`config.mk`:
```
export PLATFORM = sky130hd
export DESIGN_NAME = spdif_serial_in
export DESIGN_NICKNAME = d
export VERILOG_FILES = /design/src/logic/spdif_in_pkg.sv /design/src/logic/sample_fifo.sv /design/src/logic/spdif_serial_in.sv
export SDC_FILE = /design/constraint.sdc
export NUM_CORES = 1
export LEC_CHECK = 0
export BUFFER_PORTS_ARGS = -buffer_cell sky130_fd_sc_hd__buf_4
export CAP_MARGIN = 30
export CORE_MARGIN = 2
export CORE_UTILIZATION = 60
export CTS_CLUSTER_DIAMETER = 60
export CTS_CLUSTER_SIZE = 12
export DETAILED_ROUTE_END_ITERATION = 10
export PLACE_DENSITY_LB_ADDON = 0.15
export REMOVE_ABC_BUFFERS = 1
export SYNTH_ARGS = -nofsm -noshare
export SYNTH_HDL_FRONTEND = slang
export SYNTH_SLANG_ARGS = --single-unit
```
`constraint.sdc`:
```
create_clock -name mclk -period 9.9 [get_ports mclk]
set_clock_uncertainty 0.2 [all_clocks]
set_input_delay 1.98 -clock mclk [delete_from_list [all_inputs] [get_ports mclk]]
set_output_delay 1.98 -clock mclk [all_outputs]
set_load 0.01 [all_outputs]
```
`src/logic/spdif_in_pkg.sv`:
```
// Shared types and constants of the serial audio input front end
package spdif_in_pkg;

  // ==========================================================
  // Formats and word widths
  typedef enum logic [1:0] {
    FMT_I2S   = 2'b00,
    FMT_LEFT  = 2'b01,
    FMT_RIGHT = 2'b10
  } fmt_t;

  typedef enum logic [1:0] {
    WID_16 = 2'b00,
    WID_18 = 2'b01,
    WID_20 = 2'b10,
    WID_24 = 2'b11
  } wid_t;

  // ==========================================================
  // Frame geometry, delays in bit clocks
  localparam logic [5:0] DLY_I2S   = 6'h01;
  localparam logic [5:0] DLY_LEFT  = 6'h00;
  localparam logic [5:0] DLY_RJ_16 = 6'h10;
  localparam logic [5:0] DLY_RJ_18 = 6'h0E;
  localparam logic [5:0] DLY_RJ_20 = 6'h0C;
  localparam logic [5:0] DLY_RJ_24 = 6'h08;
  localparam logic [5:0] BITS_16   = 6'h10;
  localparam logic [5:0] BITS_18   = 6'h12;
  localparam logic [5:0] BITS_20   = 6'h14;
  localparam logic [5:0] BITS_24   = 6'h18;
  localparam logic [5:0] CNT_MAX   = 6'h3F;
  localparam logic [5:0] RJ_LAST   = 6'h1F;

  // ==========================================================
  // Oversampling divider: cells per frame and edges per cell
  localparam int         CELLS_PER_FRAME = 128;
  localparam int         OSR_LOW         = 256;
  localparam int         OSR_HIGH        = 384;
  localparam logic [1:0] DIV_LOW         = 2'(OSR_LOW / CELLS_PER_FRAME);
  localparam logic [1:0] DIV_HIGH        = 2'(OSR_HIGH / CELLS_PER_FRAME);

  // ==========================================================
  // Reset and restart values
  localparam logic [5:0]  CNT_RST   = 6'h00;
  localparam logic [23:0] SHIFT_RST = 24'h00_0000;
  localparam logic [1:0]  DIV_RST   = 2'h0;

  typedef struct packed {
    logic        right;
    logic [23:0] data;
  } sample_t;

endpackage : spdif_in_pkg

```
`src/logic/sample_fifo.sv`:
```
// Synchronous FIFO with valid and ready on both sides
module sample_fifo #(
  parameter int WIDTH = 25,
  parameter int DEPTH = 8
) (
  input  wire logic             mclk,
  input  wire logic             resetn,
  input  wire logic             ce,
  input  wire logic             in_valid,
  output logic                  in_ready,
  input  wire logic [WIDTH-1:0] in_data,
  output logic                  out_valid,
  input  wire logic             out_ready,
  output logic      [WIDTH-1:0] out_data
);

  localparam int AW = $clog2(DEPTH);

  // ==========================================================
  // Parameter check
  if (DEPTH < 2 || (DEPTH & (DEPTH - 1)) != 0 || WIDTH < 1) begin : g_chk
    $error("sample_fifo: DEPTH must be a power of two of at least 2");
  end

  logic [WIDTH-1:0] mem [DEPTH];
  logic [AW:0]      wr_ptr_reg;
  logic [AW:0]      wr_ptr_next;
  logic [AW:0]      rd_ptr_reg;
  logic [AW:0]      rd_ptr_next;
  logic             push;
  logic             pop;
  logic             full;
  logic             empty;

  // ==========================================================
  // Pointers
  always_comb begin
    full        = (wr_ptr_reg[AW] != rd_ptr_reg[AW]) && (wr_ptr_reg[AW-1:0] == rd_ptr_reg[AW-1:0]);
    empty       = (wr_ptr_reg == rd_ptr_reg);
    in_ready    = !full;
    out_valid   = !empty;
    push        = ce && in_valid && !full;
    pop         = ce && out_ready && !empty;
    wr_ptr_next = push ? wr_ptr_reg + 1'b1 : wr_ptr_reg;
    rd_ptr_next = pop ? rd_ptr_reg + 1'b1 : rd_ptr_reg;
  end

  always_ff @(posedge mclk) begin
    if (!resetn) begin
      wr_ptr_reg <= '0;
      rd_ptr_reg <= '0;
    end else begin
      wr_ptr_reg <= wr_ptr_next;
      rd_ptr_reg <= rd_ptr_next;
    end
  end

  // Storage holds no reset: only slots behind the pointers are ever read
  always_ff @(posedge mclk) begin
    if (push) begin
      mem[wr_ptr_reg[AW-1:0]] <= in_data;
    end
  end

  assign out_data = mem[rd_ptr_reg[AW-1:0]];

  // The write pointer legally moves on the edge that fills the buffer, so stability is judged one edge on
  chk_fifo_full_stall : assert property (@(posedge mclk) disable iff (!resetn)
    full |-> !in_ready ##1 $stable(wr_ptr_reg))
    else $error("FIFO accepted a word while full");

endmodule : sample_fifo

```
`src/logic/spdif_serial_in.sv`:
```
// Serial audio input front end with oversampling clock divider
// Function
// - Accept left-justified, I2S or right-justified words of 16, 18, 20 or 24 bits.
// - Capture data and frame sync on each rising serial bit clock edge.
// - Right-justified: sync high is left; MSB 16/14/12/8 clocks after transition.
// - I2S, the default: sync low is left; MSB one clock after transition.
// - Left-justified: sync high is left; MSB coincides with the transition.
// - Divide the oversampling clock down into the internal biphase clock.
module spdif_serial_in #(
  parameter int FIFO_DEPTH = 8
) (
  input  wire logic                  mclk,
  input  wire logic                  resetn,
  input  wire logic                  ce,
  input  wire logic                  sclk,
  input  wire logic                  fsync,
  input  wire logic                  sdata,
  input  wire logic                  oversampling_clock,
  input  wire spdif_in_pkg::fmt_t    fmt,
  input  wire spdif_in_pkg::wid_t    wid,
  input  wire logic                  osr_384,
  output logic                       sample_valid,
  input  wire logic                  sample_ready,
  output spdif_in_pkg::sample_t      sample,
  output logic                       overrun,
  output logic                       biphase_clk,
  output logic                       biphase_tick
);

  // ==========================================================
  // Parameter check
  if (FIFO_DEPTH < 2 || (FIFO_DEPTH & (FIFO_DEPTH - 1)) != 0) begin : g_chk
    $error("spdif_serial_in: FIFO_DEPTH must be a power of two of at least 2");
  end

  // ==========================================================
  // Serial capture state
  logic                  sclk_reg;
  logic                  fs_reg;
  logic                  fs_reg_next;
  logic                  synced_reg;
  logic                  synced_next;
  logic                  chan_right_reg;
  logic                  chan_right_next;
  logic [5:0]            cnt_reg;
  logic [5:0]            cnt_next;
  logic [23:0]           shift_reg;
  logic [23:0]           shift_next;
  logic                  overrun_reg;
  logic                  overrun_next;
  logic                  sclk_rise;
  logic                  fs_edge;
  logic [5:0]            idx_now;
  logic [5:0]            dly;
  logic [5:0]            nbits;
  logic [5:0]            last_idx;
  logic                  in_word;
  logic                  word_done;
  logic                  fifo_in_ready;
  spdif_in_pkg::sample_t word;

  always_comb begin
    sclk_rise = ce && sclk && !sclk_reg;
    fs_edge   = sclk_rise && (fsync != fs_reg);
    case (wid)
      spdif_in_pkg::WID_16: nbits = spdif_in_pkg::BITS_16;
      spdif_in_pkg::WID_18: nbits = spdif_in_pkg::BITS_18;
      spdif_in_pkg::WID_20: nbits = spdif_in_pkg::BITS_20;
      default:              nbits = spdif_in_pkg::BITS_24;
    endcase
    case (fmt)
      spdif_in_pkg::FMT_LEFT: dly = spdif_in_pkg::DLY_LEFT;
      spdif_in_pkg::FMT_RIGHT: begin
        case (wid)
          spdif_in_pkg::WID_16: dly = spdif_in_pkg::DLY_RJ_16;
          spdif_in_pkg::WID_18: dly = spdif_in_pkg::DLY_RJ_18;
          spdif_in_pkg::WID_20: dly = spdif_in_pkg::DLY_RJ_20;
          default:              dly = spdif_in_pkg::DLY_RJ_24;
        endcase
      end
      default: dly = spdif_in_pkg::DLY_I2S;
    endcase
    last_idx  = 6'(dly + nbits - 6'h01);
    // Position zero is the edge on which the transition is seen
    idx_now   = fs_edge ? spdif_in_pkg::CNT_RST :
                (cnt_reg == spdif_in_pkg::CNT_MAX) ? cnt_reg : 6'(cnt_reg + 6'h01);
    in_word   = sclk_rise && (synced_reg || fs_edge) && (idx_now >= dly) && (idx_now <= last_idx);
    word_done = in_word && (idx_now == last_idx);
  end

  always_comb begin
    fs_reg_next     = sclk_rise ? fsync : fs_reg;
    synced_next     = synced_reg || fs_edge;
    cnt_next        = sclk_rise ? idx_now : cnt_reg;
    chan_right_next = chan_right_reg;
    if (fs_edge) begin
      // Channel decided by the new sync level and the format polarity
      chan_right_next = (fmt == spdif_in_pkg::FMT_I2S) ? fsync : !fsync;
    end
    shift_next = shift_reg;
    if (fs_edge) begin
      shift_next = spdif_in_pkg::SHIFT_RST;
    end
    if (in_word) begin
      shift_next = {shift_next[22:0], sdata};
    end
    // Serial words cannot be paused, so a full FIFO drops the word and flags it
    overrun_next = overrun_reg || (word_done && !fifo_in_ready);
  end

  always_ff @(posedge mclk) begin
    if (!resetn) begin
      sclk_reg       <= 1'b0;
      fs_reg         <= 1'b0;
      synced_reg     <= 1'b0;
      chan_right_reg <= 1'b0;
      cnt_reg        <= spdif_in_pkg::CNT_MAX;
      shift_reg      <= spdif_in_pkg::SHIFT_RST;
      overrun_reg    <= 1'b0;
    end else if (ce) begin
      sclk_reg       <= sclk;
      fs_reg         <= fs_reg_next;
      synced_reg     <= synced_next;
      chan_right_reg <= chan_right_next;
      cnt_reg        <= cnt_next;
      shift_reg      <= shift_next;
      overrun_reg    <= overrun_next;
    end
  end

  assign overrun = overrun_reg;

  always_comb begin
    word.right = fs_edge ? chan_right_next : chan_right_reg;
    word.data  = {shift_reg[22:0], sdata};
  end

  // ==========================================================
  // Output buffer
  sample_fifo #(
    .WIDTH ($bits(spdif_in_pkg::sample_t)),
    .DEPTH (FIFO_DEPTH)
  ) u_fifo (
    .mclk      (mclk),
    .resetn    (resetn),
    .ce        (ce),
    .in_valid  (word_done),
    .in_ready  (fifo_in_ready),
    .in_data   (word),
    .out_valid (sample_valid),
    .out_ready (sample_ready),
    .out_data  (sample)
  );

  // ==========================================================
  // Oversampling clock divider
  logic       os_reg;
  logic       os_rise;
  logic [1:0] div_reg;
  logic [1:0] div_next;
  logic [1:0] div_len;
  logic       bp_clk_reg;
  logic       bp_clk_next;
  logic       bp_tick_reg;
  logic       bp_tick_next;

  always_comb begin
    os_rise      = ce && oversampling_clock && !os_reg;
    div_len      = osr_384 ? spdif_in_pkg::DIV_HIGH : spdif_in_pkg::DIV_LOW;
    div_next     = div_reg;
    bp_tick_next = 1'b0;
    bp_clk_next  = bp_clk_reg;
    if (os_rise) begin
      if (div_reg == 2'(div_len - 2'h1)) begin
        div_next     = spdif_in_pkg::DIV_RST;
        bp_tick_next = 1'b1;
        bp_clk_next  = !bp_clk_reg;
      end else begin
        div_next = 2'(div_reg + 2'h1);
      end
    end
  end

  always_ff @(posedge mclk) begin
    if (!resetn) begin
      os_reg      <= 1'b0;
      div_reg     <= spdif_in_pkg::DIV_RST;
      bp_clk_reg  <= 1'b0;
      bp_tick_reg <= 1'b0;
    end else if (ce) begin
      os_reg      <= oversampling_clock;
      div_reg     <= div_next;
      bp_clk_reg  <= bp_clk_next;
      bp_tick_reg <= bp_tick_next;
    end
  end

  assign biphase_clk  = bp_clk_reg;
  assign biphase_tick = bp_tick_reg;

  // ==========================================================
  // Checks
  chk_sync_sample_edge : assert property (@(posedge mclk) disable iff (!resetn)
    sclk_rise |=> fs_reg == $past(fsync))
    else $error("Frame sync not taken on bit clock rise");

  chk_count_restart : assert property (@(posedge mclk) disable iff (!resetn)
    fs_edge |=> cnt_reg == 6'h00 && synced_reg)
    else $error("Bit position not restarted on sync transition");

  chk_rj_last_bit : assert property (@(posedge mclk) disable iff (!resetn)
    word_done && fmt == spdif_in_pkg::FMT_RIGHT |-> idx_now == spdif_in_pkg::RJ_LAST)
    else $error("Right-justified word does not end at position 31");

  chk_i2s_msb : assert property (@(posedge mclk) disable iff (!resetn)
    in_word && fmt == spdif_in_pkg::FMT_I2S |-> idx_now >= 6'h01 && !fs_edge)
    else $error("I2S MSB taken without one clock delay");

  chk_i2s_channel : assert property (@(posedge mclk) disable iff (!resetn)
    fs_edge && fmt == spdif_in_pkg::FMT_I2S |=> chan_right_reg == $past(fsync))
    else $error("I2S channel polarity wrong");

  chk_lj_first : assert property (@(posedge mclk) disable iff (!resetn)
    fs_edge && fmt == spdif_in_pkg::FMT_LEFT |-> in_word ##1 chan_right_reg == !$past(fsync))
    else $error("Left-justified MSB or channel wrong");

  chk_width_len : assert property (@(posedge mclk) disable iff (!resetn)
    word_done && fmt == spdif_in_pkg::FMT_LEFT && wid == spdif_in_pkg::WID_18 |-> idx_now == 6'h11)
    else $error("18-bit word length wrong");

  chk_tick_spacing : assert property (@(posedge mclk) disable iff (!resetn)
    bp_tick_reg |-> div_reg == 2'h0 ##1 !bp_tick_reg)
    else $error("Biphase tick not a single pulse after divider wrap");

  cov_i2s_word   : cover property (@(posedge mclk) disable iff (!resetn) word_done && fmt == spdif_in_pkg::FMT_I2S);
  cov_rj24_word  : cover property (@(posedge mclk) disable iff (!resetn)
    word_done && fmt == spdif_in_pkg::FMT_RIGHT && wid == spdif_in_pkg::WID_24);
  cov_overrun    : cover property (@(posedge mclk) disable iff (!resetn) $rose(overrun_reg));
  cov_tick_384   : cover property (@(posedge mclk) disable iff (!resetn) bp_tick_reg && osr_384);

endmodule : spdif_serial_in

```
After elaboration in Yosys (flattened, before gate mapping)
Memories as Yosys holds them, arrays and structs flattened. A register that Yosys moved wholly into a read port is not among the register bits.
Cells that the tools add are included.
{"block": "word_totals", "n_memories": 1, "out_inout_bits": 29, "register_bits": 47, "ramBits": 200, "word_cells": 80, "in_bits": 13}
{"block": "classes", "n_lt_le_gt_ge": 2, "n_eq_ne": 11, "muxes": 18, "n_reduce_logical": 28, "addsub": 7}
{"memory": "u_fifo.mem", "depth": 8, "width": 25, "read_ports": 1, "rd_ports_with_merged_regs": 1, "wr": 1, "line": "sample_fifo.sv:25", "rtl": "logic [WIDTH-1:0] mem [DEPTH];"}
{"operator": "two-way mux 23 bit", "n": 2}
{"operator": "logical AND 1 bit", "n": 15}
{"operator": "one-hot mux 5 bit (3 select lines)", "n": 1}
{"operator": "two-way mux 6 bit", "n": 2}
{"operator": "one-hot mux 4 bit (3 select lines)", "n": 1}
{"operator": "one-hot mux 5 bit (2 select lines)", "n": 1}
{"operator": "adder 4 x 1 -> 4 bit (second input constant)", "n": 2}
{"operator": "two-way mux 1 bit", "n": 8}
{"operator": "adder 6 x 1 -> 6 bit (second input constant)", "n": 1}
{"operator": "adder 6 bit", "n": 1}
{"operator": "equality test 6 bit", "n": 1}
{"operator": "equality test 6 bit (second input constant)", "n": 1}
{"operator": ">= comparator 6 bit", "n": 1}
{"operator": "less-or-equal comparator 6 bit", "n": 1}
{"operator": "logical NOT 1 bit", "n": 6}
{"operator": "two-way mux 3 bit", "n": 2}
{"operator": "subtractor 6 x 1 -> 6 bit (second input constant)", "n": 1}
{"operator": "equality test 2 x 1 -> 1 bit (second input constant)", "n": 2}
{"operator": "equality test 2 bit (second input constant)", "n": 2}
{"operator": "equality test 4 bit", "n": 1}
{"operator": "logical NOT 2 bit", "n": 2}
{"operator": "AND reduction 2 bit", "n": 2}
{"operator": "equality test 3 bit", "n": 1}
{"operator": "AND reduction 3 bit", "n": 1}
{"operator": "other kinds (6)", "n": 8}

Logic depth before layout (Yosys ltp)
Gate-level depths: netlist of the first run.
{"block": "depth", "word_depth": 12, "ltp_mapped": 16, "depth_no_buf": 15}

Hierarchy
From an unflattened synthesis of the first run, not the netlist that was laid out.
{"block": "hier_totals", "cells_unflattened": 631, "hier_area_um2": 10380.0}
{"module": "sample_fifo", "area_per_inst_um2": 8097.8, "cells_per_inst": 367, "seq_area_each_um2": 6226.0, "instances": 1}
{"module": "spdif_serial_in", "area_per_inst_um2": 2282.2, "cells_per_inst": 264, "seq_area_each_um2": 780.7, "instances": 1}

Worst setup path before layout of the first run
No wires, ideal clock.
{"block": "synth_path", "kind": "in2reg", "start": "in fmt[0]", "end": "mem u_fifo.mem[0][0], enable pin", "setup_slack_ps": 2248, "required_ps": 9229, "setup_ps": 471, "path_buffers": 0, "arrival_time_ps": 6981, "path_stages": 14, "cell_sequence": "inv_1 > ha_1 > nand3_1 > ha_1 > inv_1 > ha_1 > a21o_1 > a21oi_1 > xor2_1 > ha_1 > nand4_1 > nor3b_2 > o2111ai_2 > nor4_1"}
{"block": "synth_between", "elab_chain_len": 11, "word_cells_on_any_way": 15, "classes_between": "2 x add/sub; 2 x order compare; 3 x eq/ne; 3 x mux; 5 x reduce/logical"}
{"item": "from (decl)", "line": "spdif_serial_in.sv:19", "rtl": "input wire spdif_in_pkg::fmt_t fmt,"}
{"item": "equality test 2 bit / equality test 2 x 1 -> 1 bit (equally long branches)", "line": "spdif_serial_in.sv:71", "rtl": "case (fmt)"}
{"item": "one-hot mux 5 bit (2 select lines) *", "line": "spdif_serial_in.sv:71"}
{"item": "adder 6 bit", "line": "spdif_serial_in.sv:83", "rtl": "last_idx = 6'(dly + nbits - 6'h01);"}
{"item": "subtractor 6 x 1 -> 6 bit", "line": "spdif_serial_in.sv:83"}
{"item": "less-or-equal comparator 6 bit", "line": "spdif_serial_in.sv:87", "rtl": "in_word = sclk_rise && (synced_reg || fs_edge) && (idx_now >= dly) && (idx_now <= last_idx);"}
{"item": "logical AND 1 bit", "line": "spdif_serial_in.sv:87"}
{"item": "logical AND 1 bit *", "line": "spdif_serial_in.sv:88", "rtl": "word_done = in_word && (idx_now == last_idx);"}
{"item": "logical AND 1 bit * (2 in a row)", "line": "sample_fifo.sv:42", "rtl": "push = ce && in_valid && !full;"}
{"item": "two-way mux 1 bit *", "line": "sample_fifo.sv:60", "rtl": "if (push) begin"}
{"item": "two-way mux 1 bit (implied by the code) *", "line": "sample_fifo.sv:61", "rtl": "mem[wr_ptr_reg[AW-1:0]] <= in_data;"}
{"item": "to (decl)", "line": "sample_fifo.sv:25"}
Mark *: on every way between the ends. The rest lies on a longest branch, timed or not.

Final worst setup path of the first run
{"block": "layout_path", "start": "in fmt[0]", "end": "mem u_fifo.mem[5][7], enable pin"}
The elaborated chain is that of the path after synthesis.

==> results of run 1 <==
cell usage in the layout (no fill, tap or decap), drive strengths merged, types with 10 or more instances in the layout:
cell type,netlist,routed
a21oi,15,15
buf,12,58
clkbuf,18,43
dfxtp,50,50
edfxtp,200,200
ha,26,26
inv,21,21
mux2,26,26
mux2i,33,33
mux4,50,50
nand2,62,62
nor2,22,22
xnor2,10,10
stage by stage:
step	hold WS, ps	instance area [um^2]	utilization	setup WS, ps
global route	316	11700	0.686	3710
global placement	251	11000	0.641	3130
finish	263	11700	0.686	4080
floorplan	240	10200	-	2250
CTS	270	11700	0.686	4070
detailed placement	260	11100	0.646	3540
cell type report:
class | instances | area [um^2]
Clock buffer | 43 | 693
Multi-Input combinational cell | 315 | 3200
Fill cell | 1156 | 5370
Sequential cell | 250 | 7010
Inverter | 22 | 82.6
Timing Repair Buffer | 58 | 479
Tap cell | 225 | 282
power groups by stage:
stage | clock network, mW | registers, mW | logic (mW)
final | 0.816 | 1.13 | 0.112
after detailed placement | 0 | 1.15 | 0.113
after floorplan | 0 | 1.15 | 0.0814
after global placement | 0 | 1.15 | 0.107
after global routing | 0.877 | 1.13 | 0.127
after CTS | 0.835 | 1.13 | 0.113
tightest hold or removal path, cell delays in order (launching register included):
cell and delay, ps:
sky130_fd_sc_hd__dfxtp_1 310, sky130_fd_sc_hd__nand2_1 50, sky130_fd_sc_hd__o31ai_1 60
cell families (layout without fill, tap and decap cells):
family | count (synthesis) | count (layout) | share of synthesized area
buf+inv | 52 | 123 | 0.0231
fa+ha+maj | 27 | 27 | 0.0332
compound gates | 39 | 39 | 0.0289
simple gates | 125 | 125 | 0.0594
mux | 109 | 109 | 0.168
xor+xnor | 15 | 15 | 0.0126
flops | 250 | 250 | 0.674
routing by layer:
layer / GRT usage / vias up / part of all wire
met4: 0.0700 / 0 / 0.022
met1: 0.303 / 2751 / 0.42
li1: - / 2474 / -
met3: 0.0273 / 29 / 0.050
met2: 0.367 / 146 / 0.51
met5: 0 / - / 0
worst max-delay path by stage:
stage | start | endpoint | slack, ps | cells past startpoint
CTS | fmt[0] | u_fifo.mem[4][21]$_DFFE_PP_ | 4070 | 16
finish | fmt[0] | u_fifo.mem[5][7]$_DFFE_PP_ | 4080 | 16
floorplan | fmt[0] | u_fifo.mem[0][0]$_DFFE_PP_ | 2250 | 14
detailed placement | fmt[0] | u_fifo.mem[4][15]$_DFFE_PP_ | 3540 | 16
global placement | fmt[0] | u_fifo.mem[7][19]$_DFFE_PP_ | 3130 | 16
global route | fmt[0] | u_fifo.mem[4][21]$_DFFE_PP_ | 3710 | 16
==> impl.org, run 1 <==
** Outcome
- Outcome :: finished clean

** Place
- Final weighted congestion in routability-driven placement :: 0.812
- After legalization and detailed placement, the total HPWL measured 11.4 mm.
- In this run the tool buffered the top-level ports with 41 buffer cells.
- Inst Count DP :: 870

** Synth
- For this run, the number of Yosys warnings is 0.
- Number of instances in the synthesized netlist :: 617
- Post-synth cell types :: 54
- Most frequently used flop master after synthesis :: sky130_fd_sc_hd__edfxtp_1
- Yosys attributes the largest share of cell area to sky130_fd_sc_hd__edfxtp_1 58%, sky130_fd_sc_hd__mux4_2 11%, sky130_fd_sc_hd__dfxtp_1 9.6%.
- Combined area of all synthesized cells :: 0.0104 mm^2
- Counting flops with a built-in enable in the synthesized netlist gives 200.
- Sequential-to-total area share from yosys stat :: 0.674
- Of all cell types, the one taking the most synthesized area is sky130_fd_sc_hd__edfxtp_1.
- Synthesis inferred 250 register bits.
- In the post-synthesis netlist, the cell with the most instances is sky130_fd_sc_hd__edfxtp_1.
- Synthesized area divided by synthesized cell count :: 16.8 um^2
- Async set-reset flop share out of synthesis :: 0
- Area share of the largest cell type after synthesis :: 0.578
- Most frequent cells after synthesis :: 200 x sky130_fd_sc_hd__edfxtp_1, 62 x sky130_fd_sc_hd__nand2_1, 50 x sky130_fd_sc_hd__dfxtp_1, 50 x sky130_fd_sc_hd__mux4_2, 33 x sky130_fd_sc_hd__mux2i_1

** Die
- The floorplan has 48 rows.
- Floorplan core area :: 0.0171 mm^2
- The initial utilization of the core area, before any placement, comes to 0.607.
- The die covers 0.0184 mm^2.
- Chip width :: 136 um
- 42 I/O pins were placed.
- Y dimension of the die :: 136 um

** Clock network
- After clock tree synthesis, the clock-pin slew on the worst setup and hold paths is 60 ps.
- Clock root buffer :: sky130_fd_sc_hd__clkbuf_16
- CTS tree :: yes
- Clock sinks :: 250
- Skew-Pair Late Insertion Delay :: 500 ps
- The clock passes through at most 3 buffers.
- Number of setup buffers added after CTS :: 0
- Post-CTS resize count :: 0
- In this run the number of H-tree levels came out at 1.
- Inserted Clock Buffers :: 24
- The number of hold buffers added after CTS was 0.

** STA
- Setup violations remaining at the end of the flow were counted as 0.
- Transition time at the pin with the least slew margin :: 753 ps
- Period utilization :: 0.588
- In the final timing run, aggregate negative setup slack is 0 ps.
- Achievable clock frequency :: 172 MHz
- The final hold violation count is 0.
- Headroom to the max-slew limit came out at 0.498.
- The total count of max-transition violations in the final report came to 0.
- Setup repair after global routing left no endpoint under its margin.
- The worst path needs 5820 ps of the cycle, external delays included.

** Global routing
- The number of global-route vias before repair is 5740.
- The initial antenna violation count is 0.
- Entering global routing, the biggest net connects 51 pins.
- In the global route stage, overall resource usage came out at 0.219.
- Wire length of the first global-routing pass :: 30.6 mm
- Global-route congestion overflow total :: 0

** Layout
- 0 antenna diodes ended up in the layout.
- Flip-flop count of the largest register, all copies and words added :: 200
- The finished layout holds 913 standard cells, fillers aside.
- The net count of the finished layout is 711.
- Layout cell share with drive strength beyond 1 :: 0.267
- The area growth from synthesis to layout is 13.0%.

** Power and ir drop
- In this run the static leakage power is 4.17 nW.
- Switching portion of total power :: 0.201
- Of the total power, registers draw 0.548.
- Clk pwr share :: 0.397
- Design internal power :: 1.64 mW
- Power comes to 2.06 mW.
- Combinational share of power :: 0.055
- The worst-case IR drop observed on VDD is 152 uV.
- Power spent charging and discharging nets :: 0.414 mW
- Total power density per cell area :: 175 mW/mm^2

** Critical path
- Worst path top cell family by delay :: adder cells
- Critical Path End Type :: flop
- The critical path goes through buf_4 > inv_1 > ha_1 > nand3_1 > ha_1 > inv_1 > ha_1 > a21o_1 > a21oi_1 > xor2_1 > ha_1 > nand4_1 > nor3b_2 > o2111ai_2 > nor4b_4 > buf_4.
- The worst setup path is of the in -> reg kind.
- Critical-path maximum fanout :: 25
- Worst reg2reg path startpoint :: sclk_reg$_SDFFE_PN0P_
- At the worst endpoint, the required time is 9850 ps.
- For this run, the slowest stage of the critical path takes 450 ps.
- For the worst setup path, the data arrival time is 5770 ps.
- For this design, the slowest cell found on the critical path is sky130_fd_sc_hd__o2111ai_2.
- The critical path contains buffers and inverters numbering 4 combined.
- The worst register-to-register path ends at u_fifo.mem[5][7]$_DFFE_PP_.
- Among the stages of the critical path, the cell type that occurs most often is sky130_fd_sc_hd__ha_1.
- The worst setup path is launched from an input pin.
- Register-to-register path setup slack :: 5800 ps
- Measured in cells, the most critical reg-to-reg path has a length of 9.

** Routing
- After detailed routing, the total wire length is 18.9 mm.
- Once detail routing completed, the nets flagged for antenna violations numbered 0.
- After detailed routing, the number of remaining DRC violations is 0.
- Detailed-routing iteration count for the pre-antenna-repair pass :: 4
- Using the TritonRoute via totals, the vias-per-cell ratio works out to 5.91.
- In this run, the number of DRC markers left after iteration 0 of detailed routing was 354.
- Wirelength per Cell :: 20.7 um
- Via count :: 5400

** Worst hold path
- Hold Startpoint :: overrun$_SDFFE_PN0P_
- Worst min path class :: reg -> reg
- Hold worst-path end :: overrun$_SDFFE_PN0P_
- Along the worst hold path, the cell count comes to 2.

** Run
- Max-capacitance violation count :: 0
Power figures use the tool's default switching activity.
==> run 2, diff against run 1 <==
--- a/config.mk
+++ b/config.mk
@@ -5,10 +5,11 @@
 export SDC_FILE = /design/constraint.sdc
 export NUM_CORES = 1
 export LEC_CHECK = 0
+export ABC_AREA = 1
 export BUFFER_PORTS_ARGS = -buffer_cell sky130_fd_sc_hd__buf_4
 export CAP_MARGIN = 30
 export CORE_MARGIN = 2
-export CORE_UTILIZATION = 60
+export CORE_UTILIZATION = 56
 export CTS_CLUSTER_DIAMETER = 60
 export CTS_CLUSTER_SIZE = 12
 export DETAILED_ROUTE_END_ITERATION = 10
==> constraint.sdc (replaced) <==
create_clock -name mclk -period 5 [get_ports mclk]
set_clock_uncertainty 0.2 [all_clocks]
set_input_delay 1 -clock mclk [delete_from_list [all_inputs] [get_ports mclk]]
set_output_delay 1 -clock mclk [all_outputs]
set_load 0.01 [all_outputs]
==> run 2 against run 1 <==
Effect of this change: clock power grew 99%; count of clock-buffer cells in the layout shrank 1; design area grew 2.4%; via count grew 29%; cell count grew 35%; global-route usage grew 0.23 points; combinational power grew 89%; sequential power grew 97%; synthesized area grew 2.9%; register-to-register slack lost 4400 ps; critical endpoint is now u_fifo.mem[1][18]$_DFFE_PP_.
==> impl.org, run 2 <==
** Outcome
- The run finished with clean final reports.

** Global routing
- In the global route stage, overall resource usage came out at 0.221.
- The initial antenna violation count is 0.
- In the global route stage, met1 resource usage came out at 0.307.
- In the global route stage, met3 resource usage came out at 0.0273.
- Layer with the highest usage after global routing :: met2
- Global-route congestion overflow total :: 0
- Wire length of the first global-routing pass :: 35.3 mm
- Maximum number of pins on one net before global-route repair :: 65
- For this run, global-route usage on met2 was measured as 0.373.
- The number of global-route vias before repair was 6732.

** Power and ir drop
- Design internal power :: 3.21 mW
- The share of total power dissipated in combinational logic is 0.052.
- Share of total power in sequential cells :: 0.549
- Power spent charging and discharging nets :: 0.862 mW
- Worst supply voltage drop on vdd :: 227 uV
- Switching portion of total power :: 0.212
- In this run the static leakage power is 4.35 nW.
- Total power density per cell area :: 338 mW/mm^2
- The share of total power dissipated in the clock network is 0.399.

** Die
- Row generation in the floorplan step produced 50 rows.
- The die covers 0.0202 mm^2.
- Number of top-level pins :: 42
- Chip width :: 142 um
- Starting utilization of the core area :: 0.571
- The die is 142 um tall.
- The total area inside the core boundary comes to 0.0187 mm^2.

** STA
- The smallest clock period supported by the final layout is computed as 4160 ps.
- Hold timing on the final database bottoms out at a slack of 260 ps.
- Least setup slack across all paths after layout :: 843 ps
- The final hold violation count is 0.
- The worst pin sits at a relative slew slack of 0.354.
- Period utilization :: 0.831
- Setup violations remaining at the end of the flow were counted as 0.
- Setup repair after global routing left no endpoint under its margin.
- At the pin with the least slew margin, the transition time is 968 ps.
- Derived from the worst setup path, the maximum achievable clock frequency is 241 MHz.
- Number of slew-limit violations in the final report :: 0

** Clock network
- CTS H-Tree Depth :: 1
- Clock root buffer :: sky130_fd_sc_hd__clkbuf_16
- Number of setup buffers added after CTS :: 0
- The number of gates resized after CTS was 0.
- Inserted Clock Buffers :: 24
- At the later pin of the worst-skew pair, clock insertion delay measures 520 ps.
- CTS tree :: yes
- Post-CTS clock slew at the launch and capture registers of the worst setup and hold paths :: 60 ps
- The clock drives 250 sinks.
- The number of hold buffers added after CTS was 0.
- Deepest clock path buffer count :: 3

** Synth
- After synthesis, the share of flip-flops with an asynchronous set or reset is 0.
- Sorting the synthesized cells by how often they occur yields 200 x sky130_fd_sc_hd__edfxtp_1, 198 x sky130_fd_sc_hd__nor2_1, 109 x sky130_fd_sc_hd__o21ai_0.
- EDFF count, synth :: 200
- For this run, the leading register cell type out of synthesis is sky130_fd_sc_hd__edfxtp_1.
- Area share of the largest cell type after synthesis :: 0.562
- Post-synth cell types :: 38
- In the post-synthesis netlist, the cell with the most instances is sky130_fd_sc_hd__edfxtp_1.
- After synthesis the netlist holds a flip-flop and latch count of 250.
- Most area-hungry cell type in the Yosys netlist :: sky130_fd_sc_hd__edfxtp_1
- Synthesis warning total :: 0
- The mapped netlist covers 0.0107 mm^2.
- Number of instances in the synthesized netlist :: 945
- Dominant cells by area after synthesis :: sky130_fd_sc_hd__edfxtp_1 56%, sky130_fd_sc_hd__dfxtp_1 9.4%, sky130_fd_sc_hd__nor2_1 7.0%
- Each instance of the synthesized netlist takes up on average 11.3 um^2.
- Sequential-to-total area share from yosys stat :: 0.656

** Layout
- Registers take 0.00701 mm^2.
- Number of nets in the layout :: 1022
- Summing all multi-input logic gate instances after layout gives 0.00327 mm^2.
- Commonest cells after routing, fill and taps aside :: 200 x sky130_fd_sc_hd__edfxtp_1, 197 x sky130_fd_sc_hd__nor2_1, 109 x sky130_fd_sc_hd__o21ai_0
- The layout has 1453 filler cells.
- Layout cell share with drive strength beyond 1 :: 0.155
- Area added between synthesis and finish :: 12.5%
- The register with the most flip-flops in the layout has 200 of them.
- # diodes :: 0
- Leaving out fill and tap cells, the most frequent cell in the layout is sky130_fd_sc_hd__edfxtp_1.

** Critical path
- Walking the worst path, the cells encountered are buf_4 > inv_1 > ha_1 > nand3b_1 > ha_1 > inv_1 > ha_1 > a21oi_1 > nand2_1 > xnor2_1 > ha_1 > nand2_1 > nor2_1 > nand2_2 > a21oi_4 > nand2_4 > inv_8 > nand3_4 > nor3_2 > buf_4.
- On the worst path, the slowest cell contributes a delay of 340 ps.
- Required arrival time at the worst endpoint :: 4990 ps
- Critical-path maximum fanout :: 15
- Data arrives at the worst endpoint at 4140 ps.
- Critical Path End Type :: flop
- Critical path class :: in -> reg
- The slowest stage of the critical path belongs to the cell sky130_fd_sc_hd__ha_1.
- Critical path startpoint category :: input pin
- Cell type with the highest occurrence count on the critical path :: sky130_fd_sc_hd__ha_1
- The setup check on the worst reg-to-reg path leaves a slack of 1390 ps.

** Place
- Final weighted congestion in routability-driven placement :: 0.795
- Before CTS, the worst setup slack after placement is 305 ps.
- Buffers added on ports :: 41
- HPWL after detailed placement :: 12.8 mm

** Run
- Max-cap violations in this run came to 0.

** Routing
- For this block, the initial DRC count from the detailed router was 531.
- Via count :: 6990
- Detailed-routing iteration count for the pre-antenna-repair pass :: 5
- Wirelength per Cell :: 17.8 um
- Drt via density :: 5.66
- For this run, design rule violations remaining after detail routing come to 0.
- Wires add up to 22.0 mm.
- In this run the remaining antenna-violating nets after routing total 0.

** Worst hold path
- The path class of the tightest hold or removal check is reg -> reg.
-- run 2: kinds of logic after synthesis --
kind of cell	synth area share
xor+xnor	0.0123
compound gates	0.114
buf+inv	0.0423
fa+ha+maj	0.0323
flops	0.656
simple gates	0.144
-- run 2: layout make-up --
| cell class | instances | area share |
|---|---|---|
| clock buffers | 42 | 0.0556 |
| clock inverters | 2 | 0.00166 |
| inverters | 51 | 0.0165 |
| multi-input cells | 592 | 0.272 |
| flip-flops and latches | 250 | 0.583 |
| well taps | 234 | 0.0243 |
| repair buffers | 63 | 0.0472 |
-- run 2: final timing paths --
| path | cells past startpoint | start | endpoint |
|---|---|---|---|
| worst min-delay path | 2 | overrun$_SDFFE_PN0P_ | overrun$_SDFFE_PN0P_ |
| worst max register to register | 17 | cnt_reg[0]$_SDFFE_PN1P_ | u_fifo.mem[1][18]$_DFFE_PP_ |
| worst max-delay path | 20 | wid[0] | u_fifo.mem[1][18]$_DFFE_PP_ |
| worst min register to register | 2 | overrun$_SDFFE_PN0P_ | overrun$_SDFFE_PN0P_ |
-- run 2: worst max-delay path, delay by kind of cell --
| kind | cells | cell delay [ps] |
|---|---|---|
| fa+ha+maj | 4 | 1110 |
| simple gates | 8 | 980 |
| buf+inv | 5 | 550 |
| compound gates | 2 | 370 |
| xor+xnor | 1 | 130 |
-- run 2: layer usage --
metal	vias to the layer above	routed length (um)
li1	3405	-
met1	3399	9950
met2	155	10600
met3	31	1050
met4	0	372
met5	-	0
-- run 2: power groups by stage --
stage | Clock (mW) | Sequential (mW) | Combinational (mW)
after CTS | 1.65 | 2.23 | 0.215
after global routing | 1.72 | 2.23 | 0.247
after detailed placement | 0 | 2.28 | 0.213
final | 1.62 | 2.23 | 0.212
after floorplan | 0 | 2.28 | 0.156
after global placement | 0 | 2.28 | 0.207
-- run 2: stage by stage --
step	TNS (ps)	cells	util	instance area, um^2	total power [mW]
after global routing	0	1234	0.643	12000	4.21
after CTS	0	1234	0.643	12000	4.10
after global placement	0	1189	0.605	11300	2.48
after detailed placement	0	1190	0.606	11300	2.49
final	0	1234	0.643	12000	4.07
after floorplan	-215190	893	-	10400	2.43
==> run 3, diff against run 2 <==
==> constraint.sdc (replaced) <==
create_clock -name mclk -period 3.6 [get_ports mclk]
set_clock_uncertainty 0.2 [all_clocks]
set_input_delay 0.72 -clock mclk [delete_from_list [all_inputs] [get_ports mclk]]
set_output_delay 0.72 -clock mclk [all_outputs]
set_load 0.01 [all_outputs]
==> run 3 against run 2 <==
Effect of this change: the flow now finishes with violations (setup timing); power increased by 43%; sequential share of layout area decreased by 3.4 points; register-to-register slack got worse by 1400 ps; cell count increased by 3.8%; critical path depth increased by 2; utilization increased by 3.9 points; worst setup slack got worse by 1100 ps; via count increased by 3.6%; critical path type unchanged.
==> impl.org, run 3 (same netlist as run 2, synthesis figures left out) <==
** Critical path
- Data arrives at the worst endpoint at 3860 ps.
- The worst setup path is of the in -> reg kind.
- The worst setup path is captured at a flop.
- Worst reg2reg endpoint :: u_fifo.mem[1][13]$_DFFE_PP_
- Register-to-register path setup slack :: 0 ps
- Source of the critical timing path :: fmt[0]
- Worst reg-to-reg path cell count :: 19
- Required arrival time at the worst endpoint :: 3630 ps
- Critical-path maximum fanout :: 5
- End point of the critical path :: u_fifo.mem[1][13]$_DFFE_PP_
- The worst setup path is launched from an input pin.
- Worst reg2reg path startpoint :: cnt_reg[0]$_SDFFE_PN1P_

** STA
- Hold timing on the final database bottoms out at a slack of 264 ps.
- At the pin with the least slew margin, the transition time is 987 ps.
- Max_slew headroom :: 0.341
- In the post-route analysis, the smallest setup slack over all paths is -225 ps.
- For the finished layout, the period the worst path requires is 3830 ps.
- Period utilization :: 1.06
- Hold Fails Final Rpt :: 0
- Setup repair after global routing could not meet its margin everywhere.
- Setup violations remaining at the end of the flow were counted as 200.
- Achievable clock frequency :: 261 MHz
- The total count of max-transition violations in the final report came to 0.

** Power and ir drop
- Dividing total power by cell area gives a power density of 455 mW/mm^2.
- Summed over all cells, the static leakage comes to 4.67 nW.
- Worst supply voltage drop on vdd :: 290 uV

** Routing
- In the final routed layout, each cell accounts on average for 18.5 um.
- Detailed-routing iteration count for the pre-antenna-repair pass :: 4
- Using the TritonRoute via totals, the vias-per-cell ratio works out to 5.65.
- Detail Route Antenna Nets :: 0
- After detailed routing, the number of remaining DRC violations is 0.
- In this run, the number of DRC markers left after iteration 0 of detailed routing was 589.
- The final layout contains routed wiring with a total length of 23.6 mm.
- Via count :: 7241

** Global routing
- In this run the most used layer during global routing was met2.
- Global-route congestion overflow total :: 0
- In the global route stage, met2 resource usage came out at 0.405.
- For this run, global-route usage on met3 was measured as 0.0343.
- Met1 capacity usage during global routing :: 0.324
- The number of global-route vias before repair came to 7168.
- Wire length of the first global-routing pass :: 37.6 mm
- Across every metal layer, demand over resource in global routing totals 0.238.
- Number of antenna violations at the first check in global routing :: 0
- Maximum number of pins on one net before global-route repair :: 88

** Place
- HPWL after detailed placement :: 13.4 mm
- Port buffering added 41 buffers.
- Routability-driven placement finished with a final weighted congestion of 0.789.
- OpenSTA, run right after detailed placement, puts the worst setup slack at -777 ps.

** Layout
- 0 antenna diodes ended up in the layout.
- The register with the most flip-flops in the layout has 200 of them.
- Area added between synthesis and finish :: 19.4%
- Of the cells placed in the final design, the portion with a size suffix greater than 1 is 0.215.
- The final layout contains 1069 nets.
- Commonest cells after routing, fill and taps aside :: 200 x sky130_fd_sc_hd__edfxtp_1, 196 x sky130_fd_sc_hd__nor2_1, 109 x sky130_fd_sc_hd__o21ai_0
- The library cell used most frequently in the layout, excluding fill and tap cells, is sky130_fd_sc_hd__edfxtp_1.

** Die
- Y dimension of the die :: 142 um
- Number of top-level pins :: 42
- After floorplanning, the core was sized to cover 0.0187 mm^2.
- In this run the horizontal extent of the chip is 142 um.
- Starting utilization of the core area :: 0.571
- In this run the core area contains 50 standard-cell rows.
- The floorplan step defined a die boundary enclosing 0.0202 mm^2.

** Worst hold path
- In this run the worst hold path is classified as reg -> reg.

** Run
- Across the run, the number of max-cap violations was 0.

** Clock network
- Number of buffers inserted by hold repair at cts :: 0
- Counting every sink on the clock net gives 250.
- CTS H-Tree Depth :: 1
- The clock reaches the later pin of the worst-skew pair after 510 ps.
- Counting the buffers created by CTS gives 25.
- Deepest clock path buffer count :: 3
- TritonCTS built the clock tree.
- Clock-pin slew was measured on the worst setup and hold paths at 60 ps.
- Clock root buffer :: sky130_fd_sc_hd__clkbuf_16

** Outcome
- Outcome :: finished with violations
- Violated checks :: setup timing
-- run 3: through the flow --
| stage | cells | util | setup TNS, ps | total power, mW | area [um^2] |
|---|---|---|---|---|---|
| after floorplan | 893 | - | -463070 | 3.38 | 10400 |
| after global placement | 1212 | 0.615 | -152210 | 3.48 | 11500 |
| after detailed placement | 1212 | 0.615 | -165170 | 3.49 | 11500 |
| after CTS | 1274 | 0.671 | -16740 | 5.82 | 12600 |
| after global routing | 1281 | 0.682 | -64750 | 6.02 | 12800 |
| final | 1281 | 0.682 | -28700 | 5.81 | 12800 |
-- run 3: what timing repair did --
| action | 4_1_cts | 5_1_grt |
|---|---|---|
| gates cloned | 3 | 5 |
| pin swaps | 5 | 15 |
| resized for setup | 39 | 23 |
| setup endpoints to repair | 205 | 228 |
| buffers inserted | 14 | 6 |
-- run 3: layer usage --
layer	part of all wire	routed length, um
met2	0.49	11600
met3	0.050	1180
met4	0.020	477
met5	0	0
met1	0.44	10400
-- run 3: area by class of cell --
class,count,area (um^2)
Clock inverter,2,17.5
Multi-Input combinational cell,592,3410
Inverter,51,206
Tap cell,234,293
Timing Repair Buffer,109,1130
Clock buffer,43,693
Fill cell,1378,5950
Sequential cell,250,7010
-- run 3: worst min path at each step --
stage,startpoint,end,cells after the start
after floorplan,os_reg$_SDFFE_PN0P_,os_reg$_SDFFE_PN0P_,2
after global placement,overrun$_SDFFE_PN0P_,overrun$_SDFFE_PN0P_,2
after detailed placement,overrun$_SDFFE_PN0P_,overrun$_SDFFE_PN0P_,2
after CTS,overrun$_SDFFE_PN0P_,overrun$_SDFFE_PN0P_,2
after global routing,sdata,u_fifo.mem[0][0]$_DFFE_PP_,1
final,os_reg$_SDFFE_PN0P_,os_reg$_SDFFE_PN0P_,2
-- run 3: power breakdown --
part | switching, mW | internal [mW]
registers | 0.00911 | 3.09
logic | 0.223 | 0.160
clock network | 1.02 | 1.31
total | 1.25 | 4.56
-- run 3: worst max-delay path, stage by stage --
cell	delay [ps]
sky130_fd_sc_hd__buf_8	80
sky130_fd_sc_hd__inv_6	30
sky130_fd_sc_hd__ha_4	280
sky130_fd_sc_hd__nand3b_1	120
sky130_fd_sc_hd__ha_1	330
sky130_fd_sc_hd__inv_2	70
sky130_fd_sc_hd__ha_4	200
sky130_fd_sc_hd__a21oi_4	120
sky130_fd_sc_hd__nand2_2	70
sky130_fd_sc_hd__xnor2_2	130
sky130_fd_sc_hd__ha_1	310
sky130_fd_sc_hd__nand2_2	80
sky130_fd_sc_hd__nor2_4	100
sky130_fd_sc_hd__nand2_2	100
sky130_fd_sc_hd__a21oi_4	200
sky130_fd_sc_hd__nand2_4	90
sky130_fd_sc_hd__inv_8	60
sky130_fd_sc_hd__nand3_4	70
sky130_fd_sc_hd__buf_12	150
sky130_fd_sc_hd__nor3_4	210
sky130_fd_sc_hd__buf_6	180
sky130_fd_sc_hd__clkbuf_16	140
